==> src/pkg/midt_pkg.sv <==
package midt_pkg;

   // instruction cycle built from oscillator periods (one clock each)
   localparam int unsigned Q_PER_CYCLE = 4;
   localparam int unsigned Q_WIDTH = 2;
   localparam logic [1:0] Q_LAST = 2'h3;
   localparam logic [1:0] Q_FIRST = 2'h0;

   localparam int unsigned WORD_WIDTH = 16;
   localparam int unsigned PC_WIDTH = 20;
   localparam logic [19:0] PC_RESET = 20'h00000;
   localparam logic [15:0] NOP_WORD = 16'h0000;

   // second word of a two-word instruction carries this in its top nibble
   localparam logic [3:0] SECOND_WORD_TAG = 4'hf;

   // operand field positions
   localparam int unsigned FILE_LSB = 0;
   localparam int unsigned FILE_MSB = 7;
   localparam int unsigned ACCESS_BIT = 8;
   localparam int unsigned DEST_BIT = 9;
   localparam int unsigned BITNUM_LSB = 9;
   localparam int unsigned BITNUM_MSB = 11;
   localparam int unsigned CALL_FAST_BIT = 8;
   localparam int unsigned RET_FAST_BIT = 0;
   localparam int unsigned PTR_LSB = 4;
   localparam int unsigned PTR_MSB = 5;

   // opcode patterns
   localparam logic [3:0] OPC_MOVE_FF = 4'hc;
   localparam logic [5:0] OPC_LONG_GRP = 6'b111011;
   localparam logic [1:0] OPC_LONG_LFSR = 2'b10;
   localparam logic [3:0] OPC_REL_BRANCH = 4'hd;
   localparam logic [4:0] OPC_COND_BRANCH = 5'b11100;
   localparam logic [13:0] OPC_RETURN_GRP = 14'h0004;
   localparam logic [7:0] OPC_RET_LIT = 8'h0c;
   localparam logic [11:0] OPC_MISC_GRP = 12'h000;
   localparam logic [2:0] OPC_BIT_TEST = 3'b101;
   localparam logic [5:0] OPC_DEC_SKIP = 6'b001011;
   localparam logic [5:0] OPC_INC_SKIP = 6'b001111;
   localparam logic [5:0] OPC_INC_SKNZ = 6'b010010;
   localparam logic [5:0] OPC_DEC_SKNZ = 6'b010011;
   localparam logic [4:0] OPC_CMP_SKIP = 5'b01100;
   localparam logic [3:0] OPC_BIT_LO = 4'h7;
   localparam logic [3:0] OPC_BIT_HI = 4'hb;
   localparam logic [4:0] OPC_LIT_GRP = 5'b00001;
   localparam logic [7:0] OPC_MOVE_BANK = 8'h01;
   localparam logic [3:0] OPC_CTRL_E = 4'he;

   typedef enum logic [2:0] {
      CLS_NOP = 3'b000,
      CLS_BYTE = 3'b001,
      CLS_BIT = 3'b010,
      CLS_LIT = 3'b011,
      CLS_CTRL = 3'b100
   } midt_class_t;

   typedef enum logic [1:0] {
      ST_EXEC = 2'b00,
      ST_SECOND = 2'b01,
      ST_FLUSH = 2'b10
   } midt_state_t;

endpackage : midt_pkg

==> src/rtl/midt_core.sv <==
// Overview of operation
// - ordinary instruction is one 16-bit word: opcode plus operand fields
// - four instructions span two words; second word fetched before completion
// - second word has top four bits set; alone it executes as no-op
// - single word takes one cycle; taken test or jump adds no-op cycle
// - two-word instructions take two instruction cycles
// - one instruction cycle is four oscillator periods
// - taken two-word branch costs two cycles; skip over two words costs three
// - destination bit zero writes accumulator, one writes file register
// - byte operations carry file address, destination bit, access bit
// - bit operations carry file address, bit number, access bit
// - literal operations carry constant, pointer selector, or nothing
// - control operations carry address, fast mode, table mode, or nothing
// - access bit zero uses access RAM, one uses bank selector
// - fast bit one saves or restores shadows; zero leaves them alone
// - three-bit bit number picks bit 0 to 7 of byte
`timescale 1ns/1ps
`default_nettype none
module midt_core (
   input wire logic clock,
   input wire logic reset_n,
   input wire logic [midt_pkg::WORD_WIDTH-1:0] fetchWord,
   input wire logic condTrue,
   input wire logic [midt_pkg::PC_WIDTH-1:0] returnAddr,
   output logic [midt_pkg::PC_WIDTH-1:0] progAddr_r,
   output logic [1:0] qPhase_r,
   output logic cycleStart_r,
   output logic [midt_pkg::WORD_WIDTH-1:0] instrWord_r,
   output logic [midt_pkg::WORD_WIDTH-1:0] instrHold_r,
   output midt_pkg::midt_class_t instrClass_r,
   output logic secondWord_r,
   output logic nopCycle_r,
   output logic [7:0] fileAddr_r,
   output logic destToFile_r,
   output logic useBankSel_r,
   output logic [2:0] bitNumber_r,
   output logic [7:0] bitMask_r,
   output logic [11:0] literal_r,
   output logic [1:0] pointerSel_r,
   output logic fastMode_r,
   output logic tableMode_r,
   output logic [1:0] tableOp_r
);
   import midt_pkg::*;

   midt_state_t state_r;
   midt_state_t state_nxt;
   logic [PC_WIDTH-1:0] pc_nxt;
   logic [WORD_WIDTH-1:0] ir_nxt;
   logic [WORD_WIDTH-1:0] hold_nxt;
   logic endCycle;
   logic [WORD_WIDTH-1:0] decWord;

   function automatic logic isTwoWord(input logic [15:0] w);
      return (w[15:12] == OPC_MOVE_FF) || (w[15:10] == OPC_LONG_GRP);
   endfunction : isTwoWord

   function automatic logic isLongJump(input logic [15:0] w);
      return (w[15:10] == OPC_LONG_GRP) && (w[9:8] != OPC_LONG_LFSR);
   endfunction : isLongJump

   function automatic logic isJump(input logic [15:0] w);
      return (w[15:12] == OPC_REL_BRANCH) || (w[15:2] == OPC_RETURN_GRP)
         || (w[15:8] == OPC_RET_LIT);
   endfunction : isJump

   function automatic logic isReturn(input logic [15:0] w);
      return (w[15:2] == OPC_RETURN_GRP) || (w[15:8] == OPC_RET_LIT);
   endfunction : isReturn

   function automatic logic isSkip(input logic [15:0] w);
      return (w[15:13] == OPC_BIT_TEST) || (w[15:10] == OPC_DEC_SKIP)
         || (w[15:10] == OPC_INC_SKIP) || (w[15:10] == OPC_INC_SKNZ)
         || (w[15:10] == OPC_DEC_SKNZ) || (w[15:11] == OPC_CMP_SKIP);
   endfunction : isSkip

   function automatic logic isTable(input logic [15:0] w);
      return (w[15:4] == OPC_MISC_GRP) && w[3];
   endfunction : isTable

   function automatic midt_class_t classify(input logic [15:0] w);
      midt_class_t c;
      c = CLS_BYTE;
      if (w[15:12] == SECOND_WORD_TAG) begin
         c = CLS_NOP;
      end else if (w == NOP_WORD) begin
         c = CLS_NOP;
      end else if (w[15:12] >= OPC_BIT_LO && w[15:12] <= OPC_BIT_HI) begin
         c = CLS_BIT;
      end else if (w[15:11] == OPC_LIT_GRP || w[15:8] == OPC_MOVE_BANK
            || (w[15:10] == OPC_LONG_GRP && w[9:8] == OPC_LONG_LFSR)) begin
         c = CLS_LIT;
      end else if (w[15:12] == OPC_REL_BRANCH || w[15:12] == OPC_CTRL_E
            || w[15:8] == 8'h00) begin
         c = CLS_CTRL;
      end
      return c;
   endfunction : classify

   function automatic logic [PC_WIDTH-1:0] sext8(input logic [7:0] v);
      return {{(PC_WIDTH-8){v[7]}}, v};
   endfunction : sext8

   function automatic logic [PC_WIDTH-1:0] sext11(input logic [10:0] v);
      return {{(PC_WIDTH-11){v[10]}}, v};
   endfunction : sext11

   assign endCycle = (qPhase_r == Q_LAST);

   // four clocks per instruction cycle
   always_ff @(posedge clock or negedge reset_n) begin
      if (!reset_n) begin
         qPhase_r <= Q_FIRST;
         cycleStart_r <= 1'b0;
      end else begin
         qPhase_r <= qPhase_r + 2'h1;
         cycleStart_r <= endCycle;
      end
   end

   // sequencing of the word in execution against the word being fetched
   always_comb begin
      state_nxt = ST_EXEC;
      pc_nxt = progAddr_r + 20'h00001;
      ir_nxt = fetchWord;
      hold_nxt = instrHold_r;
      case (state_r)
         ST_EXEC: begin
            if (isTwoWord(instrWord_r)) begin
               // fetched word completes the 32-bit encoding
               state_nxt = ST_SECOND;
               hold_nxt = instrWord_r;
               if (isLongJump(instrWord_r) && instrWord_r[9:8] != 2'b00
                     || instrWord_r[15:8] == 8'hef) begin
                  pc_nxt = {fetchWord[11:0], instrWord_r[7:0]};
               end
            end else if (isJump(instrWord_r)
                  || (instrWord_r[15:11] == OPC_COND_BRANCH && condTrue)) begin
               state_nxt = ST_FLUSH;
               ir_nxt = NOP_WORD;
               if (isReturn(instrWord_r)) begin
                  pc_nxt = returnAddr;
               end else if (instrWord_r[15:12] == OPC_REL_BRANCH) begin
                  pc_nxt = progAddr_r + sext11(instrWord_r[10:0]);
               end else begin
                  pc_nxt = progAddr_r + sext8(instrWord_r[7:0]);
               end
            end else if (isSkip(instrWord_r) && condTrue) begin
               // a skipped two-word instruction leaves its tagged second
               // word to run as a further no-op, giving three cycles
               state_nxt = ST_FLUSH;
               ir_nxt = NOP_WORD;
            end
         end
         ST_SECOND: begin
            state_nxt = ST_EXEC;
         end
         ST_FLUSH: begin
            state_nxt = ST_EXEC;
         end
         default: begin
            state_nxt = ST_EXEC;
         end
      endcase
   end

   always_ff @(posedge clock or negedge reset_n) begin
      if (!reset_n) begin
         state_r <= ST_FLUSH;
         progAddr_r <= PC_RESET;
         instrWord_r <= NOP_WORD;
         instrHold_r <= NOP_WORD;
      end else if (endCycle) begin
         state_r <= state_nxt;
         progAddr_r <= pc_nxt;
         instrWord_r <= ir_nxt;
         instrHold_r <= hold_nxt;
      end
   end

   // fields describe the whole instruction, first word while in second half
   assign decWord = (state_nxt == ST_SECOND) ? hold_nxt : ir_nxt;

   always_ff @(posedge clock or negedge reset_n) begin
      if (!reset_n) begin
         instrClass_r <= CLS_NOP;
         secondWord_r <= 1'b0;
         nopCycle_r <= 1'b1;
      end else if (endCycle) begin
         secondWord_r <= (state_nxt == ST_SECOND);
         nopCycle_r <= (state_nxt == ST_FLUSH);
         instrClass_r <= classify(decWord);
      end
   end

   always_ff @(posedge clock or negedge reset_n) begin
      if (!reset_n) begin
         fileAddr_r <= 8'h00;
         destToFile_r <= 1'b0;
         useBankSel_r <= 1'b0;
         bitNumber_r <= 3'h0;
         bitMask_r <= 8'h00;
      end else if (endCycle) begin
         fileAddr_r <= decWord[FILE_MSB:FILE_LSB];
         destToFile_r <= (classify(decWord) == CLS_BYTE)
            && decWord[DEST_BIT];
         useBankSel_r <= (classify(decWord) == CLS_BYTE
            || classify(decWord) == CLS_BIT) && decWord[ACCESS_BIT];
         bitNumber_r <= decWord[BITNUM_MSB:BITNUM_LSB];
         bitMask_r <= (classify(decWord) == CLS_BIT)
            ? (8'h01 << decWord[BITNUM_MSB:BITNUM_LSB]) : 8'h00;
      end
   end

   always_ff @(posedge clock or negedge reset_n) begin
      if (!reset_n) begin
         literal_r <= 12'h000;
         pointerSel_r <= 2'h0;
         fastMode_r <= 1'b0;
         tableMode_r <= 1'b0;
         tableOp_r <= 2'h0;
      end else if (endCycle) begin
         // pointer load literal is split over the two words
         if (state_nxt == ST_SECOND && hold_nxt[15:8] == 8'hee) begin
            literal_r <= {hold_nxt[3:0], ir_nxt[7:0]};
         end else begin
            literal_r <= {4'h0, decWord[7:0]};
         end
         pointerSel_r <= decWord[PTR_MSB:PTR_LSB];
         // shadows are only touched when the fast bit is set
         if (isReturn(decWord) && decWord[15:8] != OPC_RET_LIT) begin
            fastMode_r <= decWord[RET_FAST_BIT];
         end else if (decWord[15:9] == 7'b1110110) begin
            fastMode_r <= decWord[CALL_FAST_BIT];
         end else begin
            fastMode_r <= 1'b0;
         end
         tableMode_r <= isTable(decWord);
         tableOp_r <= decWord[1:0];
      end
   end

endmodule : midt_core
`default_nettype wire

==> config.mk <==
export PLATFORM = sky130hd
export DESIGN_NAME = midt_core
export DESIGN_NICKNAME = d
export VERILOG_FILES = /design/src/pkg/midt_pkg.sv /design/src/rtl/midt_core.sv
export SDC_FILE = /design/constraint.sdc
export NUM_CORES = 1
export LEC_CHECK = 0
export ABC_AREA = 1
export BUFFER_PORTS_ARGS = -buffer_cell sky130_fd_sc_hd__buf_2
export CAP_MARGIN = 10
export CORE_MARGIN = 2
export CORE_UTILIZATION = 31
export DETAILED_ROUTE_END_ITERATION = 7
export PLACE_DENSITY = 0.55
export SLEW_MARGIN = 30
export SYNTH_ARGS = -nofsm -noshare
export SYNTH_HDL_FRONTEND = slang
export SYNTH_SLANG_ARGS = --single-unit
==> constraint.sdc <==
create_clock -name clock -period 3.4 [get_ports clock]
set_input_delay 0.17 -clock clock [delete_from_list [all_inputs] [get_ports clock]]
set_output_delay 0.17 -clock clock [all_outputs]
set_load 0.03 [all_outputs]
==> results.yml, run 1 <==
run_status:
  outcome: "finished, final reports clean"
worst_setup_path:
  timing.rr.end: "progAddr_r[18]"
  reg2regPathDepth: 19
  crit_required_ps: 3640
  arrival_ps: 3400
  rrSetupSlack_ps: 240
  cp-start-kind: "register"
  crit_path_end_kind: "register"
  r2r_start: "instrWord_r[12]"
  crit_fanout: 7
  path_class: "register to register"
logic_synthesis:
  async_flop_share_pct: 100.0
  yosys.area.top_type: "dfrtp_1"
  synth-seq-cells: 96
  synth_most_common_cell: "nand2_1"
  synth.top_cells.by_count: "nand2_1 (301), o21ai_0 (113), dfrtp_1 (94), inv_1 (86), nor2_1 (69)"
  syn_inst: 981
  ys_seq_area_share_pct: 35.31
  ys.flop_type: "dfrtp_1"
  synth_edf_count: 0
  synth_top_area_share_pct: 34.54
  yosysWarnings: 0
  synth_area_per_cell_sq_um: 6.942
  synth_nets: 1042
  ys_top_cells_by_area: "dfrtp_1 (35%), nand2_1 (17%), o21ai_0 (8.3%)"
  synth.distinct_cells: 46
  syn_area_sq_um: 6810
cts:
  worstSkewPairLatency_ps: 350
  numCtsBuffers: 9
  worst_setup_hold_path_clk_slew_ps: 70
  numClockSinks: 96
  cts_tree: "built"
  cts_buffer_depth: 2
  clockRootBuffer: "clkbuf_16"
  htreeDepth: 3
power:
  p_sw_mw: 3.157
  leakagePower_nw: 4.279
  peakVddDrop_uv: 249.0
  pwr-share-comb_pct: 55.2
  clkPwrFrac_pct: 17.0
  switching_share_pct: 49.72
  power_frac_seq_pct: 27.8
  p_per_area_nw_per_um2: 767.7
  intPower_mw: 3.192
final_layout:
  nets: 1178
  drive_above_1_share_pct: 22.01
  final_area_sq_um: 8270
  antenna_cells: 0
  utilization_pct: 38.13
  syn2layout_area_growth_pct: 21.44
global_route:
  grt_max_degree: 62
  track_usage_pct: 20.88
  antenna_found_initial: 1
  grt_pass1_wl_um: 38720
  grt_overflow: 0
  first_global_vias: 6645
timing:
  setup_ws_ps: 235.9
  drv_slew: 0
  maxSlewHeadroom_pct: 51.04
  tns_ps: 0
  min_period_over_period_pct: 93.06
  hold_violations: 0
  setup_viol: 0
  min_period_ps: 3164
  tightest_slew_ps: 726.7
  fmax_ghz: 0.3161
  clock_skew_ps: 11.98
detailed_routing:
  via_per_inst: 5.061
  firstDrtPassIters: 5
  via_count: 7095
  ant_nets: 0
  routed_wl_um: 24410
  drt_iter0_drc: 530
  wl_per_cell_um: 17.41
  drc: 0
die:
  die_x_um: 152.2
  core_sq_um: 21690
  io_pins: 138
  die_h_um: 152.2
  initial_core_util_pct: 31.40
  die_area_sq_um: 23170
  rows: 54
hold_path:
  hold_depth: 3
  hold_start: "fetchWord[12]"
  hp-class: "input port to register"
  holdPathEnd: "instrWord_r[12]"
placement:
  place.gp.congestion: 0.9080
  port_buffers: 137
  dp_slack_ps: 150.9
  place_area_sq_um: 7844
  hpwl_um: 18200
run:
  drv_cap: 0
## worst max-delay path, stage by stage (launching register included)
cell,delay (ps)
dfrtp_2,460
nand4_1,190
nand2_1,110
o21ai_1,90
buf_4,170
clkinvlp_4,150
buf_4,200
ha_4,310
nand2_1,100
nor3_2,240
and2_4,190
nand4_1,170
nand4_1,150
nand3_1,80
o211ai_1,110
o21ai_0,110
nand2_1,70
nand2_1,50
nand3_1,60
nand2_1,60
## kinds of logic after synthesis
| kind of cell | count (synthesis) | share of synthesized area (%) |
|---|---|---|
| adder cells (fa/ha/maj) | 22 | 4.152 |
| XOR/XNOR | 26 | 3.344 |
| flip-flops | 96 | 35.31 |
| buffers and inverters | 140 | 8.414 |
| AND/OR/NAND/NOR | 475 | 29.74 |
| AO/OA/AOI/OAI | 222 | 19.03 |
## metrics by stage
step | hold WS (ps) | cells | total power, mW
final | 97.14 | 1402 | 6.349
after global routing | 128.3 | 1402 | 6.893
after detailed placement | 180.6 | 1379 | 5.164
after global placement | 178.4 | 1379 | 5.164
after CTS | 86.02 | 1396 | 6.269
after floorplan | -125.6 | 981 | 4.156
## final cells by class
type,instances,area (sq um)
Fill cell,2330,13420
Timing Repair Buffer,173,960.9
Clock inverter,5,65.06
Tap cell,280,350.3
Sequential cell,96,2407
Inverter,92,349.1
Multi-Input combinational cell,745,3895
Clock buffer,11,242.7
## how the worst max path moves through the flow
stage | startpoint | endpoint | cells past startpoint
after floorplan | instrWord_r[14] | progAddr_r[19] | 16
after global placement | instrWord_r[13] | progAddr_r[18] | 18
after detailed placement | instrWord_r[13] | progAddr_r[18] | 18
after CTS | instrWord_r[13] | progAddr_r[18] | 18
after global routing | instrWord_r[12] | progAddr_r[18] | 20
final | instrWord_r[12] | progAddr_r[18] | 19
## power groups by stage
stage | logic [mW] | registers [mW] | clock network, mW
global placement | 3.39 | 1.77 | 0
detailed placement | 3.39 | 1.77 | 0
global route | 3.92 | 1.81 | 1.16
finish | 3.50 | 1.77 | 1.08
CTS | 3.41 | 1.75 | 1.10
floorplan | 1.94 | 2.21 | 0
## routing by layer
layer | track usage [%] | vias to the layer above | routed length (um)
met1 | 29.99 | 3312 | 11410
met5 | 0 | - | 13
li1 | - | 3509 | -
met2 | 32.11 | 249 | 10800
met4 | 5.429 | 2 | 378
met3 | 4.181 | 23 | 1801
## flip-flops by register name (all words and copies together) (netlist names), 2 cells and up
register and flops:
qPhase_r 2, progAddr_r 20, literal_r 12, instrWord_r 16, bitMask_r 8, fileAddr_r 6
instrHold_r 16, bitNumber_r 3, instrClass_r 3
## timing repair
action	CTS	global route
hold buffers	1	0
gates resized for setup	0	13
endpoints found under the setup margin	0	7
hold endpoints to repair	32	0
setup buffers	0	6
## placed cells by master (no fill, tap or decap), types with 16 or more instances in the layout
master,n
a21oi_1,34
xor2_1,22
ha_1,16
o21ai_0,111
nand3_1,47
nor2_1,68
inv_1,84
dfrtp_1,92
buf_4,36
buf_2,136
o211ai_1,24
nand2_1,301
Power figures use the tool's default switching activity.
==> run 2: changes to the inputs <==
Settings changed: ABC_AREA 1 to 0, PLACE_DENSITY 0.55 to 0.51.
==> run 2 against run 1 <==
Effect of this change:
- flip-flop and latch count is the same
- via count down 3.3%
- cell count decreased by 13%
==> results.yml, run 2 <==
die:
  initial_core_util_pct: 31.75
  die_area_sq_um: 22790
  io_pins: 138
  core_sq_um: 21090
  rows: 53
  die_h_um: 151.0
  die_x_um: 151.0
placement:
  port_buffers: 137
  hpwl_um: 18740
  place.gp.congestion: 0.9098
  dp_slack_ps: 170.7
final_layout:
  fillers: 2212
  final_cell_mix: "buf_2 (136), nand2_1 (92), dfrtp_1 (91)"
  antenna_cells: 0
  drive_above_1_share_pct: 24.63
  largest_reg_flops: 20
  syn2layout_area_growth_pct: 21.92
  final_common_cell: "buf_2"
  largest_register: "progAddr_r"
  nets: 1006
  largestRegisters: "progAddr_r (20), instrHold_r (16), instrWord_r (16)"
global_route:
  grt_overflow: 0
  first_global_vias: 6512
  grt_max_degree: 83
  track_usage_pct: 22.28
  grt_pass1_wl_um: 38580
  antenna_found_initial: 2
hold_path:
  hold_depth: 3
  hp-class: "input port to register"
  hold_start: "fetchWord[14]"
  holdPathEnd: "instrWord_r[14]"
worst_setup_path:
  crit_required_ps: 3680
  rrSetupSlack_ps: 240
  path_class: "register to register"
  crit_path_cell_trace: "and2_2, a21oi_1, a31oi_2, inv_2, ha_1, a211oi_1, o211ai_1, a31oi_2, a21oi_1, o31ai_1, mux2_2, a221o_1, o21ai_0"
  crit_path_max_incr_delay_ps: 400
  crit_path_top_delay_cell: "dfrtp_2"
  cp-start-kind: "register"
  crit_fanout: 7
  path_buf_inv: 1
  arrival_ps: 3450
  r2r_start: "instrWord_r[14]"
  reg2regPathDepth: 13
  crit_path_end_kind: "register"
  timing.rr.end: "progAddr_r[17]"
  cp_top_family: "compound AO/OA/AOI/OAI gates"
timing:
  hold_violations: 0
  whs_ps: 82.39
  rsz0062_at_grt: "false"
  min_period_ps: 3164
  tns_ps: 0
  drv_slew: 0
  maxSlewHeadroom_pct: 47.68
  setup_viol: 0
  clock_skew_ps: 10.27
  fmax_ghz: 0.3161
  tightest_slew_ps: 784.8
  min_period_over_period_pct: 93.06
  setup_ws_ps: 236.0
detailed_routing:
  wl_per_cell_um: 20.70
  ant_nets: 0
  via_count: 6862
  drt_iter0_drc: 560
  drc: 0
  via_per_inst: 5.602
  firstDrtPassIters: 4
  routed_wl_um: 25350
cts:
  cts_tree: "built"
  numCtsBuffers: 9
  numClockSinks: 96
  cts_buffer_depth: 2
  clockRootBuffer: "clkbuf_16"
  worstSkewPairLatency_ps: 360
  htreeDepth: 3
  worst_setup_hold_path_clk_slew_ps: 80
logic_synthesis:
  syn_area_sq_um: 6695
  ys_top_cells_by_area: "dfrtp_1 (35%), nand2_1 (5.2%), nor2_1 (4.9%)"
  ys_seq_area_share_pct: 35.92
  synth_area_per_cell_sq_um: 8.338
  synth.top_cells.by_count: "dfrtp_1 (94), nand2_1 (92), nor2_1 (87), o21ai_0 (62), a21oi_1 (51)"
  syn_inst: 803
  yosys.area.top_type: "dfrtp_1"
  synth.distinct_cells: 85
  async_flop_share_pct: 100.0
  synth_most_common_cell: "dfrtp_1"
  synth_edf_count: 0
  ys.flop_type: "dfrtp_1"
  synth_top_area_share_pct: 35.13
  yosysWarnings: 0
  synth_nets: 864
  synth-seq-cells: 96
run:
  drv_cap: 0
run_status:
  outcome: "finished, final reports clean"
power:
  p_per_area_nw_per_um2: 708.9
  leakagePower_nw: 3.712
  peakVddDrop_uv: 266.0
## run 2: layout make-up
cell class	instances	area [sq um]	share of cell area, %
timing repair buffer	178	1011	12.39
sequential	96	2409	29.51
multi-input combinational	636	4013	49.16
inverter	24	90.09	1.104
tap	275	344.1	4.215
clock inverter	7	71.32	0.8737
clock buffer	9	225.2	2.759
## run 2: routing by layer
layer	routed length (um)	up-vias	global-route usage, %
met2	11560	218	35.59
met5	27	-	0
met3	1696	32	4.789
met4	417	4	5.327
li1	-	3261	-
met1	11660	3347	30.86
## run 2: where the power goes
group          total [mW]  internal, mW  leakage [nW]  switching (mW)
logic                2.98          1.10          2.38            1.87
registers            1.74          1.39          1.19           0.350
clock network        1.07         0.520         0.139           0.549
total                5.79          3.01          3.71            2.77
## run 2: through the flow
| stage | cell area, sq um | power, mW | cells | util, % |
|---|---|---|---|---|
| 2_1_floorplan | 6705 | 3.790 | 803 | - |
| 3_3_place_gp | 7849 | 4.695 | 1208 | 37.22 |
| 3_5_place_dp | 7849 | 4.696 | 1208 | 37.22 |
| 4_1_cts | 8155 | 5.778 | 1225 | 38.67 |
| 5_1_grt | 8163 | 6.161 | 1225 | 38.71 |
| 6_report | 8163 | 5.787 | 1225 | 38.71 |
## run 2: worst reg2reg max path: cells and delay by family (launching register included)
kind | cells | cell delay [ps]
AOI/OAI and AO/OA | 9 | 1720
DFF | 1 | 400
muxes | 1 | 360
adders and majority gates | 1 | 290
and+or+nand+nor | 1 | 230
buffers and inverters | 1 | 80
## run 2: cell families after synthesis
logic type / after synthesis / share of synthesized area, %
and+or+nand+nor: 297 / 20.74
AOI/OAI and AO/OA: 274 / 28.42
DFF: 96 / 35.92
buffers and inverters: 71 / 4.541
xor gates and xnor gates: 28 / 3.663
adders and majority gates: 22 / 4.223
muxes: 15 / 2.486
## run 2: worst max path at each step
stage	startpoint	endpoint	cells after the start
final	instrWord_r[14]	progAddr_r[17]	13
after global routing	instrWord_r[14]	progAddr_r[17]	13
after CTS	instrWord_r[14]	progAddr_r[17]	14
after detailed placement	instrWord_r[14]	progAddr_r[17]	14
after global placement	instrWord_r[12]	progAddr_r[17]	13
after floorplan	instrWord_r[14]	progAddr_r[17]	14
## run 2: repair_timing
item / CTS / global route
gates resized for setup: 0 / 3
endpoints found under the hold margin: 52 / 0
hold buffers: 1 / 0
setup endpoints to repair: 0 / 2
setup buffers: 0 / 0
